## src/include/region_pkg.sv

```systemverilog
// Package: region map constants and encodings for the physical address decoder
`default_nettype none
package region_pkg;

  localparam int ADDR_W = 34;
  localparam int PCI_ADDR_W = 32;
  localparam int SPARSE_SHIFT = 5;
  localparam int LOCK_BLOCK_LSB = 5;

  // Region base addresses (inclusive lower bounds)
  localparam logic [33:0] BASE_NONCACHE = 34'h0_2000_0000;
  localparam logic [33:0] BASE_NXM = 34'h0_4000_0000;
  localparam logic [33:0] BASE_GFX = 34'h1_0000_0000;
  localparam logic [33:0] BASE_MC_REG = 34'h1_2000_0000;
  localparam logic [33:0] BASE_PIO_REG = 34'h1_8000_0000;
  localparam logic [33:0] BASE_PCI_IACK = 34'h1_a000_0000;
  localparam logic [33:0] BASE_PCI_IO = 34'h1_c000_0000;
  localparam logic [33:0] BASE_PCI_CFG = 34'h1_e000_0000;
  localparam logic [33:0] BASE_PCI_SPARSE = 34'h2_0000_0000;
  localparam logic [33:0] BASE_PCI_DENSE = 34'h3_0000_0000;

  localparam logic [1:0] QUAD_LOW = 2'h0;
  localparam logic [33:0] RESV_ADDR_RST = 34'h0_0000_0000;
  localparam logic RESV_VALID_RST = 1'b0;

  typedef enum logic [3:0] {
    REG_CACHEABLE,
    REG_NONCACHE,
    REG_NXM,
    REG_GFX,
    REG_MC_REG,
    REG_PIO_REG,
    REG_PCI_IACK,
    REG_PCI_IO,
    REG_PCI_CFG,
    REG_PCI_SPARSE,
    REG_PCI_DENSE
  } region_e;

endpackage
`default_nettype wire

```

## src/core/phys_addr_region_decoder.sv

```systemverilog
// Physical address region decoder with load-locked reservation monitor
`timescale 1ns/10ps
`default_nettype none
// Contract
// RULE1: Every address is 34 bits and falls in exactly one fixed region.
// RULE2: Only 0_0000_0000..0_1FFF_FFFF is cacheable and updates the board cache.
// RULE3: 0_2000_0000.. is noncacheable memory; 0_4000_0000..0_FFFF_FFFF is nonexistent.
// RULE4: 1_0000_0000..1_1FFF_FFFF is graphics; graphics writes only apply there.
// RULE5: 1_2000_0000.. selects memory-controller regs; 1_8000_0000.. I/O controller regs.
// RULE6: 1_A/1_C/1_E blocks select PCI ack/special, PCI I/O, PCI config.
// RULE7: Sparse region 2_xxxx_xxxx shifts the address right by five bits.
// RULE8: Dense region 3_xxxx_xxxx passes the address unshifted.
// RULE9: Fetches with address bits 33:32 nonzero are refused.
// RULE10: Low-quadrant fetches fill instruction cache, never allocate board cache; the code raises fill only below 0_4000_0000.
// RULE11: Inbound 32-bit bus-master addresses only reach the two memory regions.
// RULE12: Memory side serves memory and its regs; I/O controller gets its targets.
// RULE13: Keep a reservation flag and a 32-byte aligned reservation address.
// RULE14: Store-conditional, DMA hit, exception return or controller lock clear the flag.
// RULE15: Load-locked does not set the flag while the I/O controller is locked.
// RULE16: Region select and attributes come combinationally from the request address.
module phys_addr_region_decoder (
  input wire logic SYS_CLK,
  input wire logic RST,
  input wire logic [33:0] REQ_ADDR,
  input wire logic REQ_FETCH,
  input wire logic REQ_WRITE,
  input wire logic [31:0] DMA_ADDR,
  input wire logic [33:0] DMA_XLATE_ADDR,
  input wire logic DMA_WRITE,
  input wire logic LOAD_LOCKED,
  input wire logic STORE_CONDITIONAL,
  input wire logic EXCEPTION_RETURN_CALL,
  input wire logic PIO_LOCKED,
  output var region_pkg::region_e REGION,
  output logic CACHEABLE,
  output logic BCACHE_ALLOC,
  output logic ICACHE_FILL,
  output logic GFX_WRITE,
  output logic FETCH_REFUSED,
  output logic TO_MEM_CTRL,
  output logic TO_PERIPHERAL_IO,
  output logic [33:0] BUS_ADDR,
  output logic DMA_REFUSED,
  output logic RESV_VALID,
  output logic [33:0] RESV_ADDR
);

  // DMA_ADDR is the raw inbound address; only the translated one is judged.
  typedef struct packed {
    logic valid;
    logic [33:0] addr;
    logic lock_d;
  } state_s;

  state_s st_r;
  state_s st_nxt;

  // ------------------------------------------------------------
  // Region classification
  // ------------------------------------------------------------
  function automatic region_pkg::region_e classify(input logic [33:0] a);
    region_pkg::region_e r;
    r = region_pkg::REG_CACHEABLE;
    if (a >= region_pkg::BASE_PCI_DENSE) r = region_pkg::REG_PCI_DENSE;
    else if (a >= region_pkg::BASE_PCI_SPARSE) r = region_pkg::REG_PCI_SPARSE;
    else if (a >= region_pkg::BASE_PCI_CFG) r = region_pkg::REG_PCI_CFG;
    else if (a >= region_pkg::BASE_PCI_IO) r = region_pkg::REG_PCI_IO;
    else if (a >= region_pkg::BASE_PCI_IACK) r = region_pkg::REG_PCI_IACK;
    else if (a >= region_pkg::BASE_PIO_REG) r = region_pkg::REG_PIO_REG;
    else if (a >= region_pkg::BASE_MC_REG) r = region_pkg::REG_MC_REG;
    else if (a >= region_pkg::BASE_GFX) r = region_pkg::REG_GFX;
    else if (a >= region_pkg::BASE_NXM) r = region_pkg::REG_NXM;
    else if (a >= region_pkg::BASE_NONCACHE) r = region_pkg::REG_NONCACHE;
    return r;
  endfunction

  region_pkg::region_e cpu_reg;
  region_pkg::region_e dma_reg;
  logic upper_quad;
  logic mem_side;

  // Decode is purely combinational so attributes track the address same cycle
  always_comb begin
    cpu_reg = classify(REQ_ADDR); // [RULE1] [RULE3] [RULE5] [RULE6] [RULE16]
    dma_reg = classify(DMA_XLATE_ADDR);
    upper_quad = (REQ_ADDR[33:32] != region_pkg::QUAD_LOW); // [RULE9]
    REGION = cpu_reg;
    CACHEABLE = (cpu_reg == region_pkg::REG_CACHEABLE); // [RULE2]
    FETCH_REFUSED = REQ_FETCH && upper_quad; // [RULE9]
    ICACHE_FILL = REQ_FETCH && !upper_quad && (cpu_reg == region_pkg::REG_CACHEABLE
                  || cpu_reg == region_pkg::REG_NONCACHE); // [RULE10]
    BCACHE_ALLOC = CACHEABLE && !REQ_FETCH; // [RULE2] [RULE10]
    GFX_WRITE = REQ_WRITE && (cpu_reg == region_pkg::REG_GFX); // [RULE4]
    // Refused fetches go to neither side, so no cycle is spent on them
    mem_side = (cpu_reg == region_pkg::REG_CACHEABLE) || (cpu_reg == region_pkg::REG_NONCACHE)
               || (cpu_reg == region_pkg::REG_NXM) || (cpu_reg == region_pkg::REG_GFX)
               || (cpu_reg == region_pkg::REG_MC_REG); // [RULE12]
    TO_MEM_CTRL = mem_side && !FETCH_REFUSED; // [RULE9] [RULE12]
    TO_PERIPHERAL_IO = !mem_side && !FETCH_REFUSED; // [RULE12]
    if (cpu_reg == region_pkg::REG_PCI_SPARSE) begin
      BUS_ADDR = REQ_ADDR >> region_pkg::SPARSE_SHIFT; // [RULE7]
    end else begin
      BUS_ADDR = REQ_ADDR; // [RULE8]
    end
    // Translated bus-master address must land in low memory only
    DMA_REFUSED = !(dma_reg == region_pkg::REG_CACHEABLE
                    || dma_reg == region_pkg::REG_NONCACHE); // [RULE11]
  end

  // ------------------------------------------------------------
  // Reservation monitor
  // ------------------------------------------------------------
  logic dma_hit;
  always_comb begin
    st_nxt = st_r;
    st_nxt.lock_d = PIO_LOCKED;
    dma_hit = DMA_WRITE && st_r.valid && !DMA_REFUSED
              && (DMA_XLATE_ADDR[33:region_pkg::LOCK_BLOCK_LSB]
                  == st_r.addr[33:region_pkg::LOCK_BLOCK_LSB]);
    if (LOAD_LOCKED && !PIO_LOCKED) begin // [RULE15]
      st_nxt.valid = 1'b1; // [RULE13]
      st_nxt.addr = {REQ_ADDR[33:region_pkg::LOCK_BLOCK_LSB],
                     {region_pkg::LOCK_BLOCK_LSB{1'b0}}};
    end
    // Clears win: a lost reservation only makes a retry, never a false success
    if (STORE_CONDITIONAL || dma_hit || EXCEPTION_RETURN_CALL
        || (PIO_LOCKED && !st_r.lock_d)) begin
      st_nxt.valid = 1'b0; // [RULE14]
    end
  end

  always_ff @(posedge SYS_CLK or posedge RST) begin
    if (RST) begin
      st_r <= '{valid: region_pkg::RESV_VALID_RST, addr: region_pkg::RESV_ADDR_RST, lock_d: 1'b0};
    end else begin
      st_r <= st_nxt;
    end
  end

  assign RESV_VALID = st_r.valid;
  assign RESV_ADDR = st_r.addr;
endmodule
`default_nettype wire

```

## config.mk

```make
export PLATFORM = sky130hd
export DESIGN_NAME = phys_addr_region_decoder
export DESIGN_NICKNAME = d
export VERILOG_FILES = /design/src/include/region_pkg.sv /design/src/core/phys_addr_region_decoder.sv
export SDC_FILE = /design/constraint.sdc
export NUM_CORES = 1
export LEC_CHECK = 0
export BUFFER_PORTS_ARGS = -buffer_cell sky130_fd_sc_hd__buf_2
export CAP_MARGIN = 10
export CORE_MARGIN = 1.5
export CORE_UTILIZATION = 38
export DETAILED_ROUTE_END_ITERATION = 10
export PLACE_DENSITY = 0.82
export SYNTH_ARGS = -nofsm -noshare
export SYNTH_HDL_FRONTEND = slang
export SYNTH_SLANG_ARGS = --single-unit
```

## constraint.sdc

```tcl
create_clock -name SYS_CLK -period 3.5 [get_ports SYS_CLK]
set_input_delay 0 -clock SYS_CLK [delete_from_list [all_inputs] [get_ports SYS_CLK]]
set_output_delay 0 -clock SYS_CLK [all_outputs]
set_load 0.01 [all_outputs]
```

==> results of run 1 <==
flip-flops by register name (all words and copies together), names as in the netlist:
signal	flops
st_r	1
RESV_ADDR	29
RESV_VALID	1
synth_stat cells:
| cell | count |
|---|---|
| nor3_1 | 1 |
| a41o_1 | 1 |
| nand2_1 | 4 |
| nand3_1 | 1 |
| or4_4 | 1 |
| a211oi_1 | 1 |
| and2_1 | 5 |
| a22o_1 | 1 |
| nor4_2 | 1 |
| buf_2 | 4 |
| nand2b_1 | 3 |
| and3_1 | 2 |
| o32ai_1 | 1 |
| mux2_2 | 54 |
| o21ai_0 | 5 |
| nand4_1 | 2 |
| dfrtp_1 | 31 |
| clkbuf_1 | 9 |
| buf_4 | 34 |
| conb_1 | 1 |
| a31oi_1 | 1 |
| nor2b_1 | 3 |
| inv_1 | 4 |
| xor2_1 | 28 |
| o21a_1 | 2 |
| or2_2 | 1 |
| nor4_1 | 7 |
| nor2_1 | 5 |
| a21oi_1 | 2 |
critical path, delay by kind of cell:
| kind | cells | cell delay [ns] |
|---|---|---|
| simple gates | 1 | 0.06 |
| buf+inv | 5 | 1.59 |
| compound gates | 2 | 0.40 |
per-stage QoR:
stage | util [%] | std cells | hold WS [ns] | total power [mW]
6_report | 55.89 | 425 | 0.02021 | 1.115
4_1_cts | 55.89 | 425 | 0.008145 | 1.129
3_3_place_gp | 50.09 | 393 | 0.1087 | 0.8174
2_1_floorplan | - | 219 | 0.03143 | 0.7308
3_5_place_dp | 50.09 | 393 | 0.1078 | 0.8287
5_1_grt | 55.89 | 425 | 0.01080 | 1.185
power by group:
group          switching, mW  total (mW)  leakage (nW)  internal [mW]
Combinational          0.186       0.386          1.18          0.201
Sequential            0.0442       0.453         0.366          0.409
Clock                  0.137       0.276        0.0412          0.139
metal layers:
layer | routed length [um] | share of wire (%) | track usage, %
met1 | 2492 | 38 | 22.43
met2 | 3450 | 53 | 37.73
met3 | 462 | 7.1 | 4.091
met4 | 70 | 1.1 | 5.862
met5 | 0 | 0 | 0
kinds of logic (layout without fill, tap and decap cells):
family	after synthesis	after routing	synth area share, %
xor gates and xnor gates	28	28	10.85
other	1	5	0.1660
buffers and inverters	51	185	14.34
AOI/OAI and AO/OA	14	14	4.042
and+or+nand+nor	36	36	9.357
DFF	31	31	34.33
muxes	54	54	26.91
cell type report:
class                      instances  area, um2
sequential                        31      775.7
clock buffer                       6      72.57
clock inverter                     2      12.51
tap                               72      90.09
timing repair buffer             173      991.0
multi-input combinational        137       1177
inverter                           4      15.01
fill                             514       2474
worst min path at each step:
stage / slack, ns / from / depth (start not counted) / endpoint
2_1_floorplan: 0.03 / PIO_LOCKED / 0 / st_r[0]
3_3_place_gp: 0.11 / RST / 3 / RESV_ADDR[11]
3_5_place_dp: 0.11 / RST / 3 / RESV_ADDR[6]
4_1_cts: 0.008 / REQ_ADDR[14] / 2 / RESV_ADDR[14]
5_1_grt: 0.01 / REQ_ADDR[14] / 2 / RESV_ADDR[14]
6_report: 0.02 / REQ_ADDR[14] / 2 / RESV_ADDR[14]
==> results.md, run 1 <==
* Chip height at 80.12 um
* Placer congestion estimate at 0.7242
* Area after DPL at 2809 um2
* Detailed placer's ending HPWL at 4810 um
* Yosys top cell by area: dfrtp_1
* CP max stage cell: dlygate4sd3_1
* Final instance area at 3134 um2
* Vias in the first global route at 2050
* Vias at 2028
* IO buf count at 147
* Fin Setup TNS at 0 ns
* CP max stage delay at 0.61 ns
* HP Class: in -> reg
* Crit path DAT at 2.05 ns
* Pin count of the biggest net entering global routing at 34
* Final WL at 6476 um
* Endpoints failing hold at 0
* Critical-path cell list: dlygate4sd3_1 > buf_2 > inv_1 > nand2_1 > buf_4 > a211oi_1 > dlygate4sd3_1 > o21a_1
* Worst reg2reg endpoint: RESV_VALID
* Power per cell area at 355.9 nW/um2
* Seq/Total Area, Yosys at 34.33%
* CP Data Required Time at 3.72 ns
* Max-cap violations at 0
* Final WS setup at 1.666 ns
* Status: finished clean
* Crit. End Element: flip-flop
* Clk sinks at 31
* Top cells by area, synth: dfrtp_1, mux2_2, buf_4
* Final min period at 1.834 ns
* Clock root buffer: clkbuf_8
* Avg WL per Cell at 15.24 um
* Clock transition at path regs at 0.07 ns
* First drt pass iteration count at 4
* # resized after CTS at 0
* Avg Vias per Cell at 4.772
* Commonest cells after routing, fill and taps aside: buf_2, mux2_2, dfrtp_1
* Share of cells above drive strength 1 at 60.62%
* Critical path origin: PIO_LOCKED
* Gate Count Post-Synth at 215
* Die area at 6418 um2
* Initial Util at 40.29%
* Final Cycle Share at 52.41%
* Row count at 27
* Hold-fix buffers, CTS at 24
* I/O Pins at 190
* Relative slew margins at 45.86%
* Max-slew violations at 0
* CTS HTree Levels at 2
* Critical path type: in -> reg
* LEAKAGE at 1.589 nW
* CP most frequent cell: dlygate4sd3_1
* Post-CTS setup buffer count at 0
* Total grt overflow at 0
* Commonest non-fill, non-tap cell in the layout: buf_2
* Num CTS Buffers at 5
* Least-Margin Pin Slew at 0.8121 ns
* Worst Setup EP: RESV_VALID
* YS warnings at 0
* Clk_skew at 0.006062 ns
* Cell area after synthesis at 2260 um2
* Global-route wire length before repair at 9729 um
* CTS max path bufs at 2
* Initial antenna violation count at 0
* CTS tree: done
* Clock Latency Late Sink at 0.28 ns
* Total Routing Usage GR at 20.04%
* Post-synth cell types at 29
* Post-DRT Antenna Nets at 0
* Diode count at 0
* Mean post-synth cell area at 10.51 um2
* #FFs+latches synth at 31
* R2R Path Start: RESV_ADDR[13]
* Reg2reg setup slack at 1.92 ns
* RSZ-0062 raised after global routing: no
* Iteration-0 DRC Markers at 49
* Register-to-Register Path Depth at 4
* VDD IR max at 0.1715 mV
* Element type at the critical path start: input port
* Die W at 80.12 um
* Layout area overhead at 38.70%
* Share of the synthesized area in the top cell type at 34.33%
* Remaining DRCs at 0
* Core area at 5608 um2
* Critical-path maximum fanout at 31
* # setup viols final at 0
* Nets at 461
* F_max at 545.1 MHz
* Pre-CTS setup slack at 1.973 ns
No activity file was read; power rests on OpenSTA's default activity.
==> run 2, diff against run 1 <==
--- a/config.mk
+++ b/config.mk
@@ -5,12 +5,13 @@
 export SDC_FILE = /design/constraint.sdc
 export NUM_CORES = 1
 export LEC_CHECK = 0
+export ABC_AREA = 1
 export BUFFER_PORTS_ARGS = -buffer_cell sky130_fd_sc_hd__buf_2
 export CAP_MARGIN = 10
 export CORE_MARGIN = 1.5
 export CORE_UTILIZATION = 38
 export DETAILED_ROUTE_END_ITERATION = 10
-export PLACE_DENSITY = 0.82
+export PLACE_DENSITY = 0.78
 export SYNTH_ARGS = -nofsm -noshare
 export SYNTH_HDL_FRONTEND = slang
 export SYNTH_SLANG_ARGS = --single-unit
==> constraint.sdc (replaced) <==
create_clock -name SYS_CLK -period 1.8 [get_ports SYS_CLK]
set_input_delay 0 -clock SYS_CLK [delete_from_list [all_inputs] [get_ports SYS_CLK]]
set_output_delay 0 -clock SYS_CLK [all_outputs]
set_load 0.01 [all_outputs]
==> results.md, run 2 <==
* Clock root buffer: clkbuf_8
* Placer congestion estimate at 0.8259
* Top_reg_cell synth: dfrtp_1
* Gate Count Post-Synth at 430
* VDD IR max at 0.2934 mV
* # resized after CTS at 0
* CP max stage delay at 0.55 ns
* Initial antenna violation count at 0
* Number of synthesized flops with an enable pin at 0
* LEAKAGE at 2.061 nW
* Max-slew violations at 0
* Hold depth at 3
* I/O Pins at 190
* Power per cell area at 650.1 nW/um2
* IO buf count at 147
* Chip height at 85.24 um
* Nets at 659
* Final min period at 1.309 ns
* CP most frequent cell: dlygate4sd3_1
* Remaining DRCs at 8
* Iteration-0 DRC Markers at 119
* Stages on the worst setup path at 6
* Element type at the critical path start: input port
* Clk_skew at 0.005212 ns
* Crit. End Element: flip-flop
* Clk sinks at 31
* Fillers at 661
* Clock transition at path regs at 0.06 ns
* Failing checks: design-rule violations
* Seq/Total Area, Yosys at 30.19%
* Num CTS Buffers at 5
* Top Family by Delay on Critical Path: buffers and inverters
* Hold slack at 0.01240 ns
* Die area at 7265 um2
* YS warnings at 0
* Die W at 85.24 um
* Fin Setup TNS at 0 ns
* Max-cap violations at 0
* CP Buf/Inv Count at 3
* Diode count at 0
* F_max at 764.2 MHz
* Total grt overflow at 0
* Switching share of power at 36.14%
* CTS max path bufs at 2
* CTS tree: done
* Total Routing Usage GR at 21.29%
* Cell area after synthesis at 2570 um2
* Commonest non-fill, non-tap cell in the layout: buf_2
* Clk pwr share at 24.0%
* Avg Vias per Cell at 4.554
* Sequential power share at 41.2%
* Pin count of the biggest net entering global routing at 33
* Global-route wire length before repair at 12130 um
* CTS HTree Levels at 2
* Critical path type: in -> reg
* Combinational power share at 34.8%
* Vias in the first global route at 2576
* Status: finished with violations
* # setup viols final at 0
* Detailed placer's ending HPWL at 6285 um
* RSZ-0062 raised after global routing: no
* Final WL at 7526 um
* #FFs+latches synth at 31
* HP Class: in -> reg
* Yosys top cell by area: dfrtp_1
* Avg WL per Cell at 11.98 um
* Clock Latency Late Sink at 0.28 ns
* CP max stage cell: dlygate4sd3_1
* First drt pass iteration count at 7
* Share of the synthesized area in the top cell type at 30.19%
* Critical-path maximum fanout at 1
* Critical-path cell list: dlygate4sd3_1 > buf_2 > nor2_1 > dlygate4sd3_1 > o221ai_1 > a21oi_1
* Initial Util at 39.79%
* Post-synth cell types at 25
* Crit path DAT at 1.50 ns
* Commonest cells after routing, fill and taps aside: buf_2, nand2_1, inv_1
* Final Cycle Share at 72.70%
* Layout area overhead at 27.65%
* Synth async-reset ratio at 100.0%
* Cell internal pwr at 1.362 mW
* Synth top cells by count: nand2_1, inv_1, o21ai_0
* Max FFs per register at 29
* Most common cell in the netlist: nand2_1
* CP Data Required Time at 2.00 ns
* Endpoints failing hold at 0
* Net Sw Power at 770.6 uW
* Core area at 6459 um2
* Register-to-Register Path Depth at 9
* Row count at 29
* Mean post-synth cell area at 5.977 um2
* Vias at 2860
* Post-DRT Antenna Nets at 0
* Top cells by area, synth: dfrtp_1, nand2_1, inv_1
* Share of cells above drive strength 1 at 31.76%
-- run 2: cell types whose count changed after synthesis, sizes merged, moves of 28 or more --
cell   delta
inv      +84
mux2     -54
nand2   +143
nor2     +32
o21ai    +60
xor2     -28
-- run 2: power groups by stage --
stage               Combinational (mW)  Clock, mW  Sequential [mW]
floorplan                        0.541          0            0.854
global placement                 0.724          0            0.887
CTS                              0.751      0.527            0.879
detailed placement               0.739          0            0.892
finish                           0.742      0.513            0.878
global route                     0.845      0.562            0.894
-- run 2: layout make-up --
| type | instances | area (um2) | share of cell area, % |
|---|---|---|---|
| Sequential cell | 31 | 775.7 | 23.65 |
| Inverter | 88 | 330.3 | 10.07 |
| Timing Repair Buffer | 156 | 840.8 | 25.63 |
| Tap cell | 77 | 96.34 | 2.937 |
| Multi-Input combinational cell | 268 | 1156 | 35.24 |
| Clock inverter | 1 | 5.005 | 0.1526 |
| Clock buffer | 7 | 76.32 | 2.326 |
-- run 2: kinds of logic after synthesis --
kind of cell / after synthesis / synth area share, %
and+or+nand+nor: 193 / 29.89
buffers and inverters: 135 / 25.51
other: 1 / 0.1459
DFF: 31 / 30.18
AOI/OAI and AO/OA: 70 / 14.27
-- run 2: metrics by stage --
stage | power, mW | setup slack, ns | std cells | instance area [um2] | utilization (%)
2_1_floorplan | 1.395 | 0.7576 | 434 | 2585 | -
3_3_place_gp | 1.610 | 0.5401 | 615 | 3149 | 48.76
3_5_place_dp | 1.631 | 0.5329 | 615 | 3149 | 48.76
4_1_cts | 2.157 | 0.4900 | 628 | 3281 | 50.79
5_1_grt | 2.302 | 0.3390 | 628 | 3281 | 50.79
6_report | 2.133 | 0.4914 | 628 | 3281 | 50.79
-- run 2: repair_timing --
action	4_1_cts	5_1_grt
hold endpoints to repair	34	0
buffers inserted	0	0
hold buffers	5	0
-- run 2: final timing paths --
| kind | endpoint | slack [ns] | start |
|---|---|---|---|
| setup / recovery | RESV_VALID | 0.49 | EXCEPTION_RETURN_CALL |
| hold / removal | RESV_ADDR[14] | 0.01 | REQ_ADDR[14] |
| setup reg to reg | RESV_VALID | 0.55 | RESV_ADDR[30] |
| hold reg to reg | RESV_ADDR[28] | 0.52 | RESV_ADDR[28] |
| max in group asynchronous | RESV_ADDR[32] | 1.17 | RST |
| min in group asynchronous | RESV_ADDR[29] | 0.33 | RST |
-- run 2: tightest hold or removal path, cell delays in order --
cell	delay [ns]
buf_2	0.11
inv_1	0.05
o21ai_0	0.08
-- run 2: routing by layer --
layer / up-vias / track usage (%) / share of wire, %
met5: - / 0 / 0
met4: 0 / 7.303 / 2.1
met3: 13 / 3.210 / 7.5
met2: 124 / 36.22 / 47
met1: 1243 / 27.57 / 43
li1: 1480 / - / -
==> run 3, diff against run 2 <==
--- a/config.mk
+++ b/config.mk
@@ -5,13 +5,13 @@
 export SDC_FILE = /design/constraint.sdc
 export NUM_CORES = 1
 export LEC_CHECK = 0
-export ABC_AREA = 1
+export ABC_AREA = 0
 export BUFFER_PORTS_ARGS = -buffer_cell sky130_fd_sc_hd__buf_2
 export CAP_MARGIN = 10
 export CORE_MARGIN = 1.5
 export CORE_UTILIZATION = 38
 export DETAILED_ROUTE_END_ITERATION = 10
-export PLACE_DENSITY = 0.78
+export PLACE_DENSITY = 0.82
 export SYNTH_ARGS = -nofsm -noshare
 export SYNTH_HDL_FRONTEND = slang
 export SYNTH_SLANG_ARGS = --single-unit
==> constraint.sdc (replaced) <==
create_clock -name SYS_CLK -period 1.23 [get_ports SYS_CLK]
set_input_delay 0 -clock SYS_CLK [delete_from_list [all_inputs] [get_ports SYS_CLK]]
set_output_delay 0 -clock SYS_CLK [all_outputs]
set_load 0.01 [all_outputs]
==> results.md, run 3 (synthesized netlist as in run 1, its figures left out) <==
* Critical-path cell list: xor2_1 > nor4_1 > buf_4 > nand4_1 > o21a_1
* Critical path origin: RESV_ADDR[16]
* Max FFs per register at 29
* Endpoints failing hold at 0
* Core area at 5608 um2
* CTS HTree Levels at 2
* Chip height at 80.12 um
* Clock transition at path regs at 0.06 ns
* Crit. End Element: flip-flop
* Clock Latency Late Sink at 0.28 ns
* Fin Setup TNS at -0.1397 ns
* Area after DPL at 3039 um2
* I/O Pins at 190
* Pin count of the biggest net entering global routing at 32
* Initial Util at 40.29%
* Tot Pwr at 3.451 mW
* CP Buf/Inv Count at 1
* Total grt overflow at 0
* Vias in the first global route at 2221
* Routed met1 length at 2688 um
* Fillers at 493
* Share of cells above drive strength 1 at 64.83%
* WL met2 at 3501 um
* Hold slack at 0.008990 ns
* Vias at 2127
* Die area at 6418 um2
* Placer congestion estimate at 0.7350
* Detailed placer's ending HPWL at 5082 um
* Commonest non-fill, non-tap cell in the layout: buf_2
* CP Data Required Time at 1.39 ns
* Initial antenna violation count at 0
* CTS tree: done
* R2R Path Start: RESV_ADDR[16]
* Final WS setup at -0.1397 ns
* Critical path type: reg -> reg
* LEAKAGE at 1.740 nW
* Total Routing Usage GR at 21.23%
* Max-slew violations at 0
* Element type at the critical path start: flip-flop
* First drt pass iteration count at 4
* CP max stage cell: dfrtp_1
* Crit path DAT at 1.53 ns
* Row count at 27
* Nets at 489
* HP Class: in -> reg
* Remaining DRCs at 0
* VDD IR max at 0.5729 mV
* Placed Cells at 422
* Pre-CTS setup slack at -0.1948 ns
* HP Start: REQ_ADDR[15]
* Commonest cells after routing, fill and taps aside: buf_2, mux2_2, buf_4
* Failing checks: negative setup slack
* Clk_skew at 0.003083 ns
* # setup viols final at 1
* Num CTS Buffers at 5
* Post-Layout Cell Count at 453
* CTS max path bufs at 2
* Layout area overhead at 49.45%
* Clk sinks at 31
* CP max stage delay at 0.40 ns
* Max-cap violations at 0
* Final instance area at 3377 um2
* Top Family by Delay on Critical Path: flip-flops
* Status: finished with violations
* Diode count at 0
* Final core area utilization at 60.22%
* IO buf count at 147
* Avg WL per Cell at 14.73 um
* Final Cycle Share at 111.4%
* F_max at 730.1 MHz
* Critical-path maximum fanout at 2
* Die W at 80.12 um
* RSZ-0062 raised after global routing: yes
* Iteration-0 DRC Markers at 81
* Avg Vias per Cell at 4.695
* Power per cell area at 1022 nW/um2
* Met3 routed WL at 422 um
* Top sig layer: met4
* Final min period at 1.370 ns
* Final WL at 6674 um
* Post-DRT Antenna Nets at 0
* Global-route wire length before repair at 10330 um
* Clock root buffer: clkbuf_8
run 3: changes by cell type in the layout (fill, tap and decap cells not counted), moves of 18 or more:
cell and change:
o21ai_1 -18, nand2_1 -139, o21ai_0 -41, inv_1 -80, xor2_1 +28, buf_4 +30, nor2_1 -30, mux2_2 +54
run 3: worst paths after layout:
check / cells after the start / to / slack (ns)
worst max-delay path: 5 / RESV_VALID / -0.14
worst min-delay path: 2 / RESV_ADDR[15] / 0.009
worst max register to register: 5 / RESV_VALID / -0.14
worst min register to register: 1 / RESV_ADDR[26] / 0.56
max in group asynchronous: 4 / RESV_ADDR[19] / 0.59
min in group asynchronous: 4 / RESV_ADDR[11] / 0.35
run 3: cell type report:
| type | count | area [um2] | area share [%] |
|---|---|---|---|
| clock buffer | 8 | 100.1 | 2.964 |
| sequential | 31 | 775.7 | 22.97 |
| multi-input combinational | 137 | 1190 | 35.24 |
| inverter | 4 | 15.01 | 0.4446 |
| timing repair buffer | 201 | 1206 | 35.72 |
| tap | 72 | 90.09 | 2.668 |
run 3: power by group:
| part | switching, mW | total, mW | internal, mW |
|---|---|---|---|
| sequential | 0.108 | 1.27 | 1.16 |
| clock | 0.356 | 0.866 | 0.510 |
| combinational | 0.590 | 1.31 | 0.723 |
| total | 1.05 | 3.45 | 2.40 |
run 3: what timing repair did:
item / 4_1_cts / 5_1_grt
pin swaps: 2 / 0
endpoints found under the hold margin: 50 / 0
resized for setup: 0 / 2
setup buffers: 2 / 0
hold buffers: 21 / 0
setup endpoints to repair: 1 / 1
cloned: 0 / 0
run 3: routing by layer:
layer  up-vias  track usage (%)
li1       1035                -
met1       999            24.56
met4         0            6.207
met3         7            4.545
met2        86            38.91
met5         -                0
